[src/rtl/power_ctl_consts.svh]
// Purpose: Offsets, field positions, reset values and counts of the power control block
// Assumes: Word-indexed register port, 16-bit data
// Notes: Included by bare name
`ifndef POWER_CTL_CONSTS_SVH
`define POWER_CTL_CONSTS_SVH
`define ADDR_DEEP_SLEEP_CONTROL 4'h0
`define ADDR_WAKE_SOURCE 4'h1
`define ADDR_RESET_CAUSE 4'h2
`define ADDR_CLOCK_DIVIDER 4'h3
`define ADDR_MODULE_DISABLE 4'h4
`define ADDR_MODULE_ENABLE 4'h5
`define ADDR_MODULE_IDLE_STOP 4'h6
`define ADDR_SCRATCH0 4'h7
`define ADDR_SCRATCH1 4'h8
`define BIT_ARM 15
`define BIT_BROWNOUT 1
`define BIT_HOLD 0
`define BIT_WAKE_EXT 8
`define BIT_WAKE_FAULT 7
`define BIT_WAKE_WDT 4
`define BIT_WAKE_ALARM 3
`define BIT_WAKE_MASTER_RESET_PIN 2
`define BIT_WAKE_POR 0
`define BIT_DEEP_EXIT 10
`define BIT_RETURN_ON_IRQ 15
`define POS_DOZE_RATIO 12
`define BIT_SLOW_ENABLE 11
`define WAKE_SOURCE_MASK 16'h019D
`define RESET_ZERO16 16'h0000
`define POR_SEQ_TIME_NS 1000
`define POR_SEQ_CYCLES ((`POR_SEQ_TIME_NS + 7) / 8)
`endif

[src/rtl/power_ctl_pkg.sv]
// Purpose: Types of the power control block
// Assumes: Nothing beyond the consts header
// Notes: States are one-hot
package power_ctl_pkg;
    typedef enum logic [3:0] {
        st_run = 4'h1,
        st_sleep = 4'h2,
        st_deep = 4'h4,
        st_wake_seq = 4'h8
    } mode_type;
endpackage : power_ctl_pkg

[src/rtl/deep_sleep_doze_power_control.sv]
// Purpose: Deep sleep, I/O hold, doze clock divider and module gating
// Assumes: Word-indexed register port, read data one cycle after strobe
// Notes: Deep-sleep bits survive reset; only true_por clears them;
// the wake sequence length is a parameter so a bench can shorten it
//
// How it works
// - Sleep instruction with arm bit set enters deep, else ordinary sleep.
// - Wake event leaves deep sleep and hardware clears the arm bit.
// - Brownout in deep sleep sets status flag; it never wakes.
// - Hold bit set freezes pins; clear lets latch and direction drive.
// - Hardware sets hold bit, software may only clear it.
// - Of the resets, only true power-on reset clears the arm, brownout and hold bits.
// - Alarm in deep sleep sets the alarm wake flag.
// - Master reset pin in deep sleep sets its wake flag.
// - Wake flags other than power-on settable only in deep sleep.
// - Power-on wake flag settable at any time except during the wake sequence.
// - Slow enable divides the CPU clock; peripherals stay full rate.
// - Three-bit ratio picks 1:1 to 1:128, default 1:1.
// - Return-on-interrupt set: interrupt restores CPU full speed.
// - CPU enable pulses stay aligned to the peripheral clock.
// - Disabled module: clocks gated, writes ignored, reads invalid.
// - Cleared enable stops function, registers stay accessible.
// - Stop-in-idle bit halts module in idle; default keeps running.
// - Deep wake acts as power-on reset, scratch registers retained.
// - Pending irq cleared on entry; wakes during power-on sequence dropped.
//
// Chosen here: the plain strobed port and the placing of the registers.
`timescale 1ns/1ps
`include "power_ctl_consts.svh"
module deep_sleep_doze_power_control #(
    parameter int NUM_MODULES = 16,
    parameter int NUM_PINS = 16,
    parameter int POR_SEQ_CYCLES = `POR_SEQ_CYCLES
) (
    input wire logic core_clk, // System clock
    input wire logic reset, // Sync reset, active high
    input wire logic true_por, // Power-on reset seen outside deep sleep
    input wire logic [3:0] reg_addr, // Register word index
    input wire logic [15:0] reg_wdata, // Write data
    input wire logic reg_write, // Write strobe
    input wire logic reg_read, // Read strobe
    output logic [15:0] reg_rdata, // Read data, cycle after strobe
    input wire logic sleep_instr, // Power-save sleep instruction pulse
    input wire logic idle_instr, // Power-save idle instruction pulse
    input wire logic wake_ext_irq, // External interrupt zero change
    input wire logic wake_fault, // Fault detected
    input wire logic wake_watchdog, // Deep sleep watchdog time-out
    input wire logic wake_alarm, // Calendar alarm
    input wire logic wake_master_reset, // Master reset pin asserted
    input wire logic por_event, // Power-on reset circuit event
    input wire logic brownout_event, // Deep brownout detect
    input wire logic brownout_monitor_on, // Deep brownout monitor active
    input wire logic irq_any, // Any interrupt request
    input wire logic [NUM_PINS-1:0] output_latch, // Pin latch values
    input wire logic [NUM_PINS-1:0] direction_register, // 1 = input
    output logic [NUM_PINS-1:0] pin_out, // Pin drive level
    output logic [NUM_PINS-1:0] pin_oe, // Pin output enable
    output logic io_hold, // Pins frozen
    output logic deep_sleep_active, // In deep sleep
    output logic sleep_active, // In ordinary sleep
    output logic idle_active, // In idle
    output logic wake_reset, // Power-on reset request on wake
    output logic irq_flush, // Clear pending interrupts
    output logic cpu_clk_en, // CPU clock enable pulse
    output logic periph_clk_en, // Peripheral clock enable
    output logic [NUM_MODULES-1:0] module_clk_en, // Per-module clock gate
    output logic [NUM_MODULES-1:0] module_run, // Per-module function on
    output logic [NUM_MODULES-1:0] module_regs_valid // Module SFRs usable
);
    // ************************************************************
    // Mode state
    // ************************************************************
    power_ctl_pkg::mode_type mode_ff, nxt_mode;
    logic arm_ff, brownout_ff, hold_ff;
    logic [15:0] wake_ff, scratch0_ff, scratch1_ff;
    logic exit_flag_ff;
    logic [15:0] seq_cnt_ff;
    logic [15:0] rdata_ff;
    logic idle_ff;
    logic [NUM_PINS-1:0] frz_out_ff, frz_oe_ff;
    logic [2:0] ratio_ff, ratio_act_ff;
    logic slow_ff, roi_ff;
    logic [6:0] div_cnt_ff;
    logic [NUM_MODULES-1:0] mod_dis_ff, mod_en_ff, mod_idl_ff;

    wire in_deep = (mode_ff == power_ctl_pkg::st_deep);
    wire in_seq = (mode_ff == power_ctl_pkg::st_wake_seq);
    // Brownout is status only, so it is absent from the wake term
    wire any_wake = wake_ext_irq | wake_fault | wake_watchdog |
        wake_alarm | wake_master_reset | por_event;
    wire seq_done = (seq_cnt_ff == 16'(POR_SEQ_CYCLES - 1));
    wire [15:0] wake_set = {7'h00, wake_ext_irq, wake_fault, 2'b00,
        wake_watchdog, wake_alarm, wake_master_reset, 1'b0, 1'b0}
        & {16{in_deep}};
    wire [15:0] por_set = {15'h0000, por_event & ~in_seq};

    always_comb begin
        nxt_mode = mode_ff;
        unique case (mode_ff)
            power_ctl_pkg::st_run: begin
                if (sleep_instr) begin
                    nxt_mode = arm_ff ? power_ctl_pkg::st_deep
                        : power_ctl_pkg::st_sleep;
                end
            end
            power_ctl_pkg::st_sleep: begin
                if (irq_any | any_wake) begin
                    nxt_mode = power_ctl_pkg::st_run;
                end
            end
            power_ctl_pkg::st_deep: begin
                if (any_wake) begin
                    nxt_mode = power_ctl_pkg::st_wake_seq;
                end
            end
            power_ctl_pkg::st_wake_seq: begin
                if (seq_done) begin
                    nxt_mode = power_ctl_pkg::st_run;
                end
            end
            default: nxt_mode = power_ctl_pkg::st_run;
        endcase
    end

    always_ff @(posedge core_clk) begin
        if (reset) begin
            mode_ff <= power_ctl_pkg::st_run;
        end else begin
            mode_ff <= nxt_mode;
        end
    end

    // Counts the power-on sequence that follows a deep wake
    always_ff @(posedge core_clk) begin
        if (reset || !in_seq) begin
            seq_cnt_ff <= `RESET_ZERO16;
        end else begin
            seq_cnt_ff <= seq_cnt_ff + 16'h0001;
        end
    end

    // Idle ends on any interrupt or a sleep request
    always_ff @(posedge core_clk) begin
        if (reset || sleep_instr || irq_any) begin
            idle_ff <= 1'b0;
        end else if (idle_instr) begin
            idle_ff <= 1'b1;
        end
    end

    // ************************************************************
    // Register decode
    // ************************************************************
    wire wr_dsc = reg_write && (reg_addr == `ADDR_DEEP_SLEEP_CONTROL);
    wire wr_wake = reg_write && (reg_addr == `ADDR_WAKE_SOURCE);
    wire wr_rcause = reg_write && (reg_addr == `ADDR_RESET_CAUSE);
    wire wr_div = reg_write && (reg_addr == `ADDR_CLOCK_DIVIDER);
    wire wr_dis = reg_write && (reg_addr == `ADDR_MODULE_DISABLE);
    wire wr_en = reg_write && (reg_addr == `ADDR_MODULE_ENABLE);
    wire wr_idl = reg_write && (reg_addr == `ADDR_MODULE_IDLE_STOP);
    wire wr_s0 = reg_write && (reg_addr == `ADDR_SCRATCH0);
    wire wr_s1 = reg_write && (reg_addr == `ADDR_SCRATCH1);
    // Software may only write zeros into flags; set wins over clear
    wire [15:0] wake_keep = wr_wake ? (wake_ff & reg_wdata) : wake_ff;
    wire [15:0] nxt_wake = (wake_keep | wake_set | por_set)
        & `WAKE_SOURCE_MASK;
    wire enter_deep = (mode_ff == power_ctl_pkg::st_run) && sleep_instr
        && arm_ff;
    // Hardware terms of the deep domain; hardware beats a same-cycle write
    wire arm_clear = in_deep && any_wake;
    wire brownout_set = in_deep && brownout_monitor_on && brownout_event;
    wire hold_clear = wr_dsc && !reg_wdata[`BIT_HOLD];
    wire exit_clear = wr_rcause && !reg_wdata[`BIT_DEEP_EXIT];

    // ************************************************************
    // Deep sleep domain (survives ordinary reset)
    // ************************************************************
    always_ff @(posedge core_clk) begin
        if (true_por) begin
            arm_ff <= 1'b0;
            brownout_ff <= 1'b0;
            hold_ff <= 1'b0;
            wake_ff <= `RESET_ZERO16;
            scratch0_ff <= `RESET_ZERO16;
            scratch1_ff <= `RESET_ZERO16;
            exit_flag_ff <= 1'b0;
        end else begin
            if (arm_clear) begin
                arm_ff <= 1'b0;
            end else if (wr_dsc) begin
                arm_ff <= reg_wdata[`BIT_ARM];
            end
            if (brownout_set) begin
                brownout_ff <= 1'b1;
            end else if (wr_dsc) begin
                brownout_ff <= reg_wdata[`BIT_BROWNOUT];
            end
            if (enter_deep) begin
                hold_ff <= 1'b1;
            end else if (hold_clear) begin
                hold_ff <= 1'b0;
            end
            wake_ff <= nxt_wake;
            if (enter_deep) begin
                exit_flag_ff <= 1'b1;
            end else if (exit_clear) begin
                exit_flag_ff <= 1'b0;
            end
            if (wr_s0) begin
                scratch0_ff <= reg_wdata;
            end
            if (wr_s1) begin
                scratch1_ff <= reg_wdata;
            end
        end
    end

    // ************************************************************
    // Pin hold
    // ************************************************************
    always_ff @(posedge core_clk) begin
        if (true_por) begin
            frz_out_ff <= '0;
            frz_oe_ff <= '0;
        end else if (!hold_ff) begin
            // Track live pin state so the freeze catches entry values
            frz_out_ff <= output_latch;
            frz_oe_ff <= ~direction_register;
        end
    end
    assign pin_out = hold_ff ? frz_out_ff : output_latch;
    assign pin_oe = hold_ff ? frz_oe_ff : ~direction_register;

    // ************************************************************
    // Doze divider and module control
    // ************************************************************
    // A deep wake restarts the CPU-side registers like a power-on reset
    wire cpu_side_reset = reset || in_seq;
    // Disabled modules ignore writes to their enable and idle bits
    wire [NUM_MODULES-1:0] wr_mod = reg_wdata[NUM_MODULES-1:0];
    wire [NUM_MODULES-1:0] nxt_mod_en = (mod_en_ff & mod_dis_ff)
        | (wr_mod & ~mod_dis_ff);
    wire [NUM_MODULES-1:0] nxt_mod_idl = (mod_idl_ff & mod_dis_ff)
        | (wr_mod & ~mod_dis_ff);
    wire doze_on = slow_ff && !(roi_ff && irq_any);
    wire [6:0] div_top = 7'((8'h01 << ratio_act_ff) - 8'h01);
    wire div_wrap = (div_cnt_ff >= div_top);

    always_ff @(posedge core_clk) begin
        if (cpu_side_reset) begin
            ratio_ff <= 3'h0;
            slow_ff <= 1'b0;
            roi_ff <= 1'b0;
            mod_dis_ff <= '0;
            mod_en_ff <= '0;
            mod_idl_ff <= '0;
        end else begin
            if (wr_div) begin
                roi_ff <= reg_wdata[`BIT_RETURN_ON_IRQ];
                ratio_ff <= reg_wdata[`POS_DOZE_RATIO +: 3];
                slow_ff <= reg_wdata[`BIT_SLOW_ENABLE];
            end else if (roi_ff && irq_any) begin
                slow_ff <= 1'b0;
            end
            if (wr_dis) begin
                mod_dis_ff <= wr_mod;
            end
            if (wr_en) begin
                mod_en_ff <= nxt_mod_en;
            end
            if (wr_idl) begin
                mod_idl_ff <= nxt_mod_idl;
            end
        end
    end

    // Restart whenever doze drops, so the first slow pulse is whole
    always_ff @(posedge core_clk) begin
        if (reset || !doze_on) begin
            div_cnt_ff <= 7'h00;
            ratio_act_ff <= ratio_ff;
        end else if (div_wrap) begin
            div_cnt_ff <= 7'h00;
            ratio_act_ff <= ratio_ff;
        end else begin
            div_cnt_ff <= div_cnt_ff + 7'h01;
        end
    end

    wire cpu_stop = (mode_ff != power_ctl_pkg::st_run) || idle_ff;
    // Same clock, one enable: peripherals and CPU never drift apart
    assign cpu_clk_en = !cpu_stop && (!doze_on || div_wrap);
    assign periph_clk_en = (mode_ff == power_ctl_pkg::st_run);
    // Idle halts only the modules that asked for it
    wire [NUM_MODULES-1:0] idle_gate = {NUM_MODULES{idle_ff}} & mod_idl_ff;
    assign module_clk_en = ~mod_dis_ff & ~idle_gate
        & {NUM_MODULES{periph_clk_en}};
    assign module_run = module_clk_en & mod_en_ff;
    assign module_regs_valid = ~mod_dis_ff;

    // ************************************************************
    // Read port
    // ************************************************************
    wire [15:0] pad_dis = 16'(mod_dis_ff);
    // Disabled bits read back as ones, a deliberately invalid value
    wire [15:0] pad_en = 16'(mod_en_ff | mod_dis_ff);
    wire [15:0] pad_idl = 16'(mod_idl_ff | mod_dis_ff);
    wire [15:0] rd_dsc = {arm_ff, 13'h0000, brownout_ff, hold_ff};
    wire [15:0] rd_div = {roi_ff, ratio_ff, slow_ff, 11'h000};
    wire [15:0] rd_rc = {5'h00, exit_flag_ff, 10'h000};
    // An unmapped index reads as zero
    wire [15:0] rd_mux =
        (reg_addr == `ADDR_DEEP_SLEEP_CONTROL) ? rd_dsc :
        (reg_addr == `ADDR_WAKE_SOURCE) ? wake_ff :
        (reg_addr == `ADDR_RESET_CAUSE) ? rd_rc :
        (reg_addr == `ADDR_CLOCK_DIVIDER) ? rd_div :
        (reg_addr == `ADDR_MODULE_DISABLE) ? pad_dis :
        (reg_addr == `ADDR_MODULE_ENABLE) ? pad_en :
        (reg_addr == `ADDR_MODULE_IDLE_STOP) ? pad_idl :
        (reg_addr == `ADDR_SCRATCH0) ? scratch0_ff :
        (reg_addr == `ADDR_SCRATCH1) ? scratch1_ff : `RESET_ZERO16;

    // Read data stand for one cycle, then fall back to zero
    always_ff @(posedge core_clk) begin
        if (reset) begin
            rdata_ff <= `RESET_ZERO16;
        end else if (reg_read) begin
            rdata_ff <= rd_mux;
        end else begin
            rdata_ff <= `RESET_ZERO16;
        end
    end

    assign reg_rdata = rdata_ff;
    assign io_hold = hold_ff;
    assign deep_sleep_active = in_deep;
    assign sleep_active = (mode_ff == power_ctl_pkg::st_sleep);
    assign idle_active = idle_ff;
    assign wake_reset = in_seq;
    assign irq_flush = enter_deep;
endmodule : deep_sleep_doze_power_control

[config.mk]
export PLATFORM = sky130hd
export DESIGN_NAME = deep_sleep_doze_power_control
export DESIGN_NICKNAME = d
export VERILOG_FILES = /design/src/rtl/power_ctl_pkg.sv /design/src/rtl/deep_sleep_doze_power_control.sv
export VERILOG_INCLUDE_DIRS = /design/src /design/src/rtl
export SDC_FILE = /design/constraint.sdc
export NUM_CORES = 1
export LEC_CHECK = 0
export BUFFER_PORTS_ARGS = -buffer_cell sky130_fd_sc_hd__buf_2
export CAP_MARGIN = 20
export CORE_ASPECT_RATIO = 1.75
export CORE_UTILIZATION = 49
export CTS_BUF_LIST = sky130_fd_sc_hd__clkbuf_16
export CTS_CLUSTER_DIAMETER = 40
export DETAILED_ROUTE_END_ITERATION = 8
export HOLD_SLACK_MARGIN = 0.15
export PLACE_DENSITY = 0.85
export SLEW_MARGIN = 20
export SYNTH_ARGS = -nofsm -noshare
export SYNTH_HDL_FRONTEND = slang
export SYNTH_SLANG_ARGS = --single-unit
[constraint.sdc]
create_clock -name core_clk -period 2.1 [get_ports core_clk]
set_clock_uncertainty 0.2 [all_clocks]
set_input_delay 0 -clock core_clk [delete_from_list [all_inputs] [get_ports core_clk]]
set_output_delay 0 -clock core_clk [all_outputs]
set_load 0.01 [all_outputs]
==> results.md, run 1 <==
- Mapped Nets: 997
- CTS sink cnt: 174
- Total GRT Usage: 31.5%
- Sequential-to-total area share from yosys stat: 45.2%
- Clock share of power: 41.6%
- Yosys top cell area share: 44.0%
- Dpl cells: 1255
- Worst Setup SP: ratio_act_ff[2]$_DFFE_PP_
- Global-route wire length before repair: 41200 µm
- Status: finished, violations left
- Clk slew on worst S/H paths: 0.07 ns
- Maximum resistive drop on vdd: 0.000531 V
- Worst R2R Start: ratio_act_ff[2]$_DFFE_PP_
- Final WL: 26300 µm
- Setup_tns: -10.66 ns
- Top cells by area, synth: dfxtp_1, mux2i_1, nand2_1
- #FFs+latches synth: 174
- DRT Pass-1 Iters: 5
- Crit path DAT: 2.25 ns
- Placed Area: 8980 µm²
- Maxcap violations: 0
- Routed len/inst: 19.0 µm
- Num CTS Buffers: 17
- Most frequent cell after synthesis: dfxtp_1
- Die ar.: 16400 µm²
- Switching share of total power: 28.1%
- Final instance area: 10700 µm²
- Nets@finish: 1262
- Setup ws final: -0.352 ns
- Sequential share of power: 45.0%
- Post-synth ARST share: 0%
- Mapped Avg Cell Area: 8.46 µm²
- WP data required: 1.90 ns
- Max Root-Sink Buffers: 2
- CTS tree: built
- H-tree levels: 4
- Post-synthesis cell count: 919
- Worst Setup Start Kind: flip-flop
- Rel. slew slack: 49.2%
- Unique masters post-synth: 59
- Starting Density: 50.3%
- Setup Viol. Count Final: 57
- RR Endpoint: div_cnt_ff[2]$_SDFF_PP0_
- Post-synth top flop: dfxtp_1
- Int Power: 5470 µW
- Crit path max fanout: 2
- Psw: 2140 µW
- Clock latency on the worst-skew pair: 0.43 ns
- GPL Wtd Cong: 0.867
- CTS root buf: clkbuf_16
- Avg Vias per Cell: 5.92
- Final hold vios: 7
- I/O pin count: 172
- Final period utilization: 117%
- Period minus WS final: 2.45 ns
- Worst Reg2Reg Path Length in Cells: 9
- Die height: 169 µm
- Post-Syn Area: 7780 µm²
- Synth Warn #: 0
- Number of port buffers: 171
- DRC viols: 0
- RSZ-0062 raised after global routing: yes
- Fmax: 408 MHz
- Yosys top cell by area: dfxtp_1
- Chip width: 97.2 µm
- Antenna Violating Nets Remaining: 0
- Vias in the first global route: 8184
- P_leak: 0.00427 µW
- Worst Hold Class: in2reg
- Failing checks: negative hold slack, negative setup slack
- Flop2flop setup slack: -0.20 ns
- Row Count: 60
- Power per Cell Area: 714 nW/µm²
- Via count: 8197
- Transition time of the tightest slew-check pin: 0.759 ns
- Total Power: 7610 µW
- Total grt overflow: 0
- Layout cells sized above 1: 24.1%
- Initial antenna violation count: 3
- Post-synth EDFFs: 3
- Iter 0 DRT Violations: 791
- Kind of end point of the critical path: output pin
- Non-filler cells, final: 1384
- Final hold slack: -0.144 ns
- Slew Viols, Final: 0
- Core ar.: 15500 µm²
- Largest net degree at the start of global routing: 54
- Detail Placement HPWL: 15900 µm
- Layout area overhead: 37.0%
- Synth top cells by count: dfxtp_1, nand2_1, nor2_1, a21oi_1, mux2i_1
- CP Capture Point: cpu_clk_en
- Logic gate share of total power: 13.4%
- Dpl ws: -0.169 ns
- CP Class: reg2out
## cells by family (layout without fill, tap and decap cells)
| logic type | Yosys count | in the layout | synth area share, % |
|---|---|---|---|
| buf+inv | 89 | 367 | 4.52 |
| fa+ha+maj | 10 | 10 | 1.61 |
| mux | 66 | 66 | 8.75 |
| other cells | 0 | 1 | 0 |
| flops | 174 | 174 | 45.2 |
| compound gates | 192 | 192 | 14.7 |
| xor+xnor | 15 | 15 | 1.69 |
| simple gates | 373 | 373 | 23.5 |
## power by group through the flow
stage	Sequential [µW]	Clock (µW)	Combinational, µW
floorplan	3480	0	430
global placement	3480	0	809
detailed placement	3490	0	822
CTS	3410	3160	955
global route	3420	3320	1080
finish	3420	3170	1020
## layout by cell type, fill, tap and decap left out, drive strengths merged, types with 7 or more instances in the layout
cell type    instances
a211oi              21
xnor2                7
inv                 38
dlygate4sd3         93
nand3               18
o31a                11
dfxtp              171
buf                211
and3                14
nor2                90
ha                  10
mux2                16
mux2i               50
nand2              116
nor3                39
nor2b               34
xor2                 8
o21ai               46
clkbuf              18
and2                17
a21oi               82
o211ai               9
## what timing repair did
| action | 4_1_cts | 5_1_grt |
|---|---|---|
| setup buffers | 2 | 1 |
| pin swaps | 10 | 1 |
| endpoints found under the setup margin | 44 | 61 |
| hold buffers | 90 | 4 |
| gates resized for setup | 11 | 19 |
| endpoints found under the hold margin | 194 | 41 |
## per-layer routing
layer	track usage [%]	share of wire (%)	vias up
li1	-	-	3706
met1	31.7	34	3833
met2	55.9	51	504
met3	7.56	7.4	150
met4	23.3	7.5	4
met5	0	0.11	-
## critical path, cell delays in order, from the launching register on
cell,delay (ns)
edfxtp_1,0.41
or3_1,0.39
ha_1,0.27
nand2b_4,0.14
a211oi_2,0.22
o21ai_1,0.09
nor3b_2,0.16
buf_2,0.14
## metrics by stage
step	hold WS, ns	utilization, %
finish	-0.144	68.9
global placement	0.00240	58.1
CTS	-0.166	68.1
detailed placement	0.00437	58.1
floorplan	-0.131	-
global route	-0.104	68.9
## cell type report
cell class	instances	area, µm²
Fill cell	1056	4810
Multi-Input combinational cell	656	4020
Sequential cell	174	3510
Timing Repair Buffer	304	2170
Clock buffer	18	450
Tap cell	186	233
Clock inverter	14	143
Inverter	31	119
Antenna cell	1	2.50
## worst min path at each step
stage                           start                  endpoint  slack, ns  cells past startpoint
final                     reg_addr[2]   reg_rdata[1]$_SDFF_PP0_      -0.14                      4
after global routing      reg_addr[2]   reg_rdata[1]$_SDFF_PP0_      -0.10                      4
after CTS                 reg_addr[2]   reg_rdata[1]$_SDFF_PP0_      -0.17                      4
after detailed placement  sleep_instr  idle_active$_SDFFE_PP0P_      0.004                      2
after global placement    sleep_instr  idle_active$_SDFFE_PP0P_      0.002                      2
after floorplan                 reset   mode_ff[2]$_SDFFE_PP0P_      -0.13                      1
Power figures use the tool's default switching activity.
==> run 2: changes to the inputs <==
Settings changed: CELL_PAD_IN_SITES_DETAIL_PLACEMENT from default to 0, CELL_PAD_IN_SITES_GLOBAL_PLACEMENT from default to 2, CORE_UTILIZATION 49 to 29, PLACE_DENSITY 0.85 to 0.86.
==> results.md, run 2 (same netlist as run 1, synthesis figures left out) <==
- Layout area overhead: 38.4%
- Filler cell count in the final layout: 2721
- Chip width: 126 µm
- Die ar.: 27500 µm²
- Avg Vias per Cell: 4.91
- Non-filler cells, final: 1524
- P_leak: 0.00429 µW
- Status: finished, violations left
- Max Root-Sink Buffers: 2
- Clk slew on worst S/H paths: 0.07 ns
- Worst Hold Class: in2reg
- Routed len/inst: 17.0 µm
- CTS tree: built
- DRT Pass-1 Iters: 5
- Detail Placement HPWL: 18100 µm
- Nets@finish: 1264
- Worst Setup Start Kind: flip-flop
- Row Count: 79
- Setup Viol. Count Final: 53
- Final hold slack: -0.000399 ns
- Maximum resistive drop on vdd: 0.000535 V
- Most frequent cells in the layout: buf_2, dfxtp_1, nand2_1
- Power per Cell Area: 689 nW/µm²
- Final period utilization: 115%
- Period minus WS final: 2.42 ns
- Flop2flop setup slack: -0.21 ns
- Final hold vios: 1
- CP Class: reg2out
- Global-route wire length before repair: 40300 µm
- Crit path max fanout: 3
- CTS sink cnt: 174
- Slew Viols, Final: 0
- DRC viols: 0
- Final WL: 25900 µm
- Layout cells sized above 1: 24.6%
- Fmax: 414 MHz
- Initial antenna violation count: 1
- Core ar.: 26500 µm²
- Kind of end point of the critical path: output pin
- Final Util: 40.6%
- Via count: 7485
- Hold Path Cell Cnt: 5
- Worst Setup SP: ratio_act_ff[1]$_DFFE_PP_
- Clock latency on the worst-skew pair: 0.45 ns
- Worst Reg2Reg Path Length in Cells: 7
- RSZ-0062 raised after global routing: yes
- Setup ws final: -0.317 ns
- Largest net degree at the start of global routing: 54
- H-tree levels: 4
- I/O pin count: 172
- Transition time of the tightest slew-check pin: 0.543 ns
- Iter 0 DRT Violations: 318
- Worst Hold Endpoint: scratch0_ff[1]$_SDFFE_PP0P_
- Vias in the first global route: 7400
- Maxcap violations: 0
- Total grt overflow: 0
- Number of port buffers: 171
- Starting Density: 29.4%
- CTS root buf: clkbuf_16
- Rel. slew slack: 63.8%
- RR Endpoint: ratio_act_ff[0]$_DFFE_PP_
- Worst R2R Start: ratio_act_ff[1]$_DFFE_PP_
- Hold Crit Start: reg_write
- Commonest non-fill, non-tap cell in the layout: buf_2
- Failing checks: negative hold slack, negative setup slack
- GPL Wtd Cong: 0.759
- Crit path DAT: 2.22 ns
- Dpl cells: 1398
- WP data required: 1.90 ns
- Total GRT Usage: 19.2%
- Num CTS Buffers: 17
- Die height: 219 µm
- Antenna Violating Nets Remaining: 0
[run 2: cell types whose count changed in the layout (fill, tap and decap cells not counted), moves of 3 or more]
cell / before / now
inv_8: 4 / 0
buf_6: 1 / 4
clkinv_2: 0 / 4
buf_4: 32 / 38
dlygate4sd3_1: 93 / 85
[run 2: what timing repair did]
action,CTS,global route
setup buffers,5,3
endpoints found under the setup margin,45,79
pin swaps,5,9
gates cloned,1,0
hold buffers,85,5
resized for setup,14,21
endpoints found under the hold margin,188,33
[run 2: worst max-delay path by stage]
| stage | end | depth (start not counted) |
|---|---|---|
| floorplan | ratio_act_ff[0]$_DFFE_PP_ | 5 |
| global placement | ratio_act_ff[0]$_DFFE_PP_ | 6 |
| detailed placement | ratio_act_ff[0]$_DFFE_PP_ | 7 |
| CTS | cpu_clk_en | 7 |
| global route | mod_dis_ff[6]$_SDFFE_PP0P_ | 9 |
| finish | cpu_clk_en | 7 |
[run 2: report_power, final]
part	switching [µW]	total, µW	internal (µW)
clock	1380	3000	1620
sequential	35.0	3410	3380
combinational	559	1000	442
total	1980	7410	5440
[run 2: layer usage]
layer / global-route usage [%] / vias up / share of wire [%]
met5: 0 / - / 0
met4: 10.5 / 0 / 3.9
met3: 3.67 / 45 / 4.0
met2: 35.8 / 181 / 54
met1: 20.0 / 3549 / 38
li1: - / 3710 / -
[run 2: area by class of cell]
type | instances | area [µm²] | share of cell area, %
repair buffers | 306 | 2180 | 20.3
diodes | 1 | 2.50 | 0.0232
multi-input cells | 656 | 4000 | 37.1
clock buffers | 17 | 425 | 3.95
clock inverters | 15 | 121 | 1.13
flip-flops and latches | 174 | 3520 | 32.7
well taps | 324 | 405 | 3.76
inverters | 31 | 116 | 1.08
[run 2: through the flow]
stage               setup WS, ns  power (µW)  TNS (ns)  area (µm²)
floorplan                 -0.182        3910    -0.821        7780
global placement          -0.123        4340    -0.552        9190
detailed placement        -0.163        4350     -1.06        9190
CTS                       -0.365        7490    -15.26       10700
global route              -0.416        7720    -12.88       10800
finish                    -0.317        7410     -8.49       10800
[run 2: worst max-delay path, stage by stage, from the launching register on]
cell and delay, ns:
edfxtp_1 0.42, or3_1 0.38, ha_1 0.28, nand2b_4 0.14, a211oi_2 0.20, o21ai_1 0.07, nor3b_1 0.14, buf_2 0.15
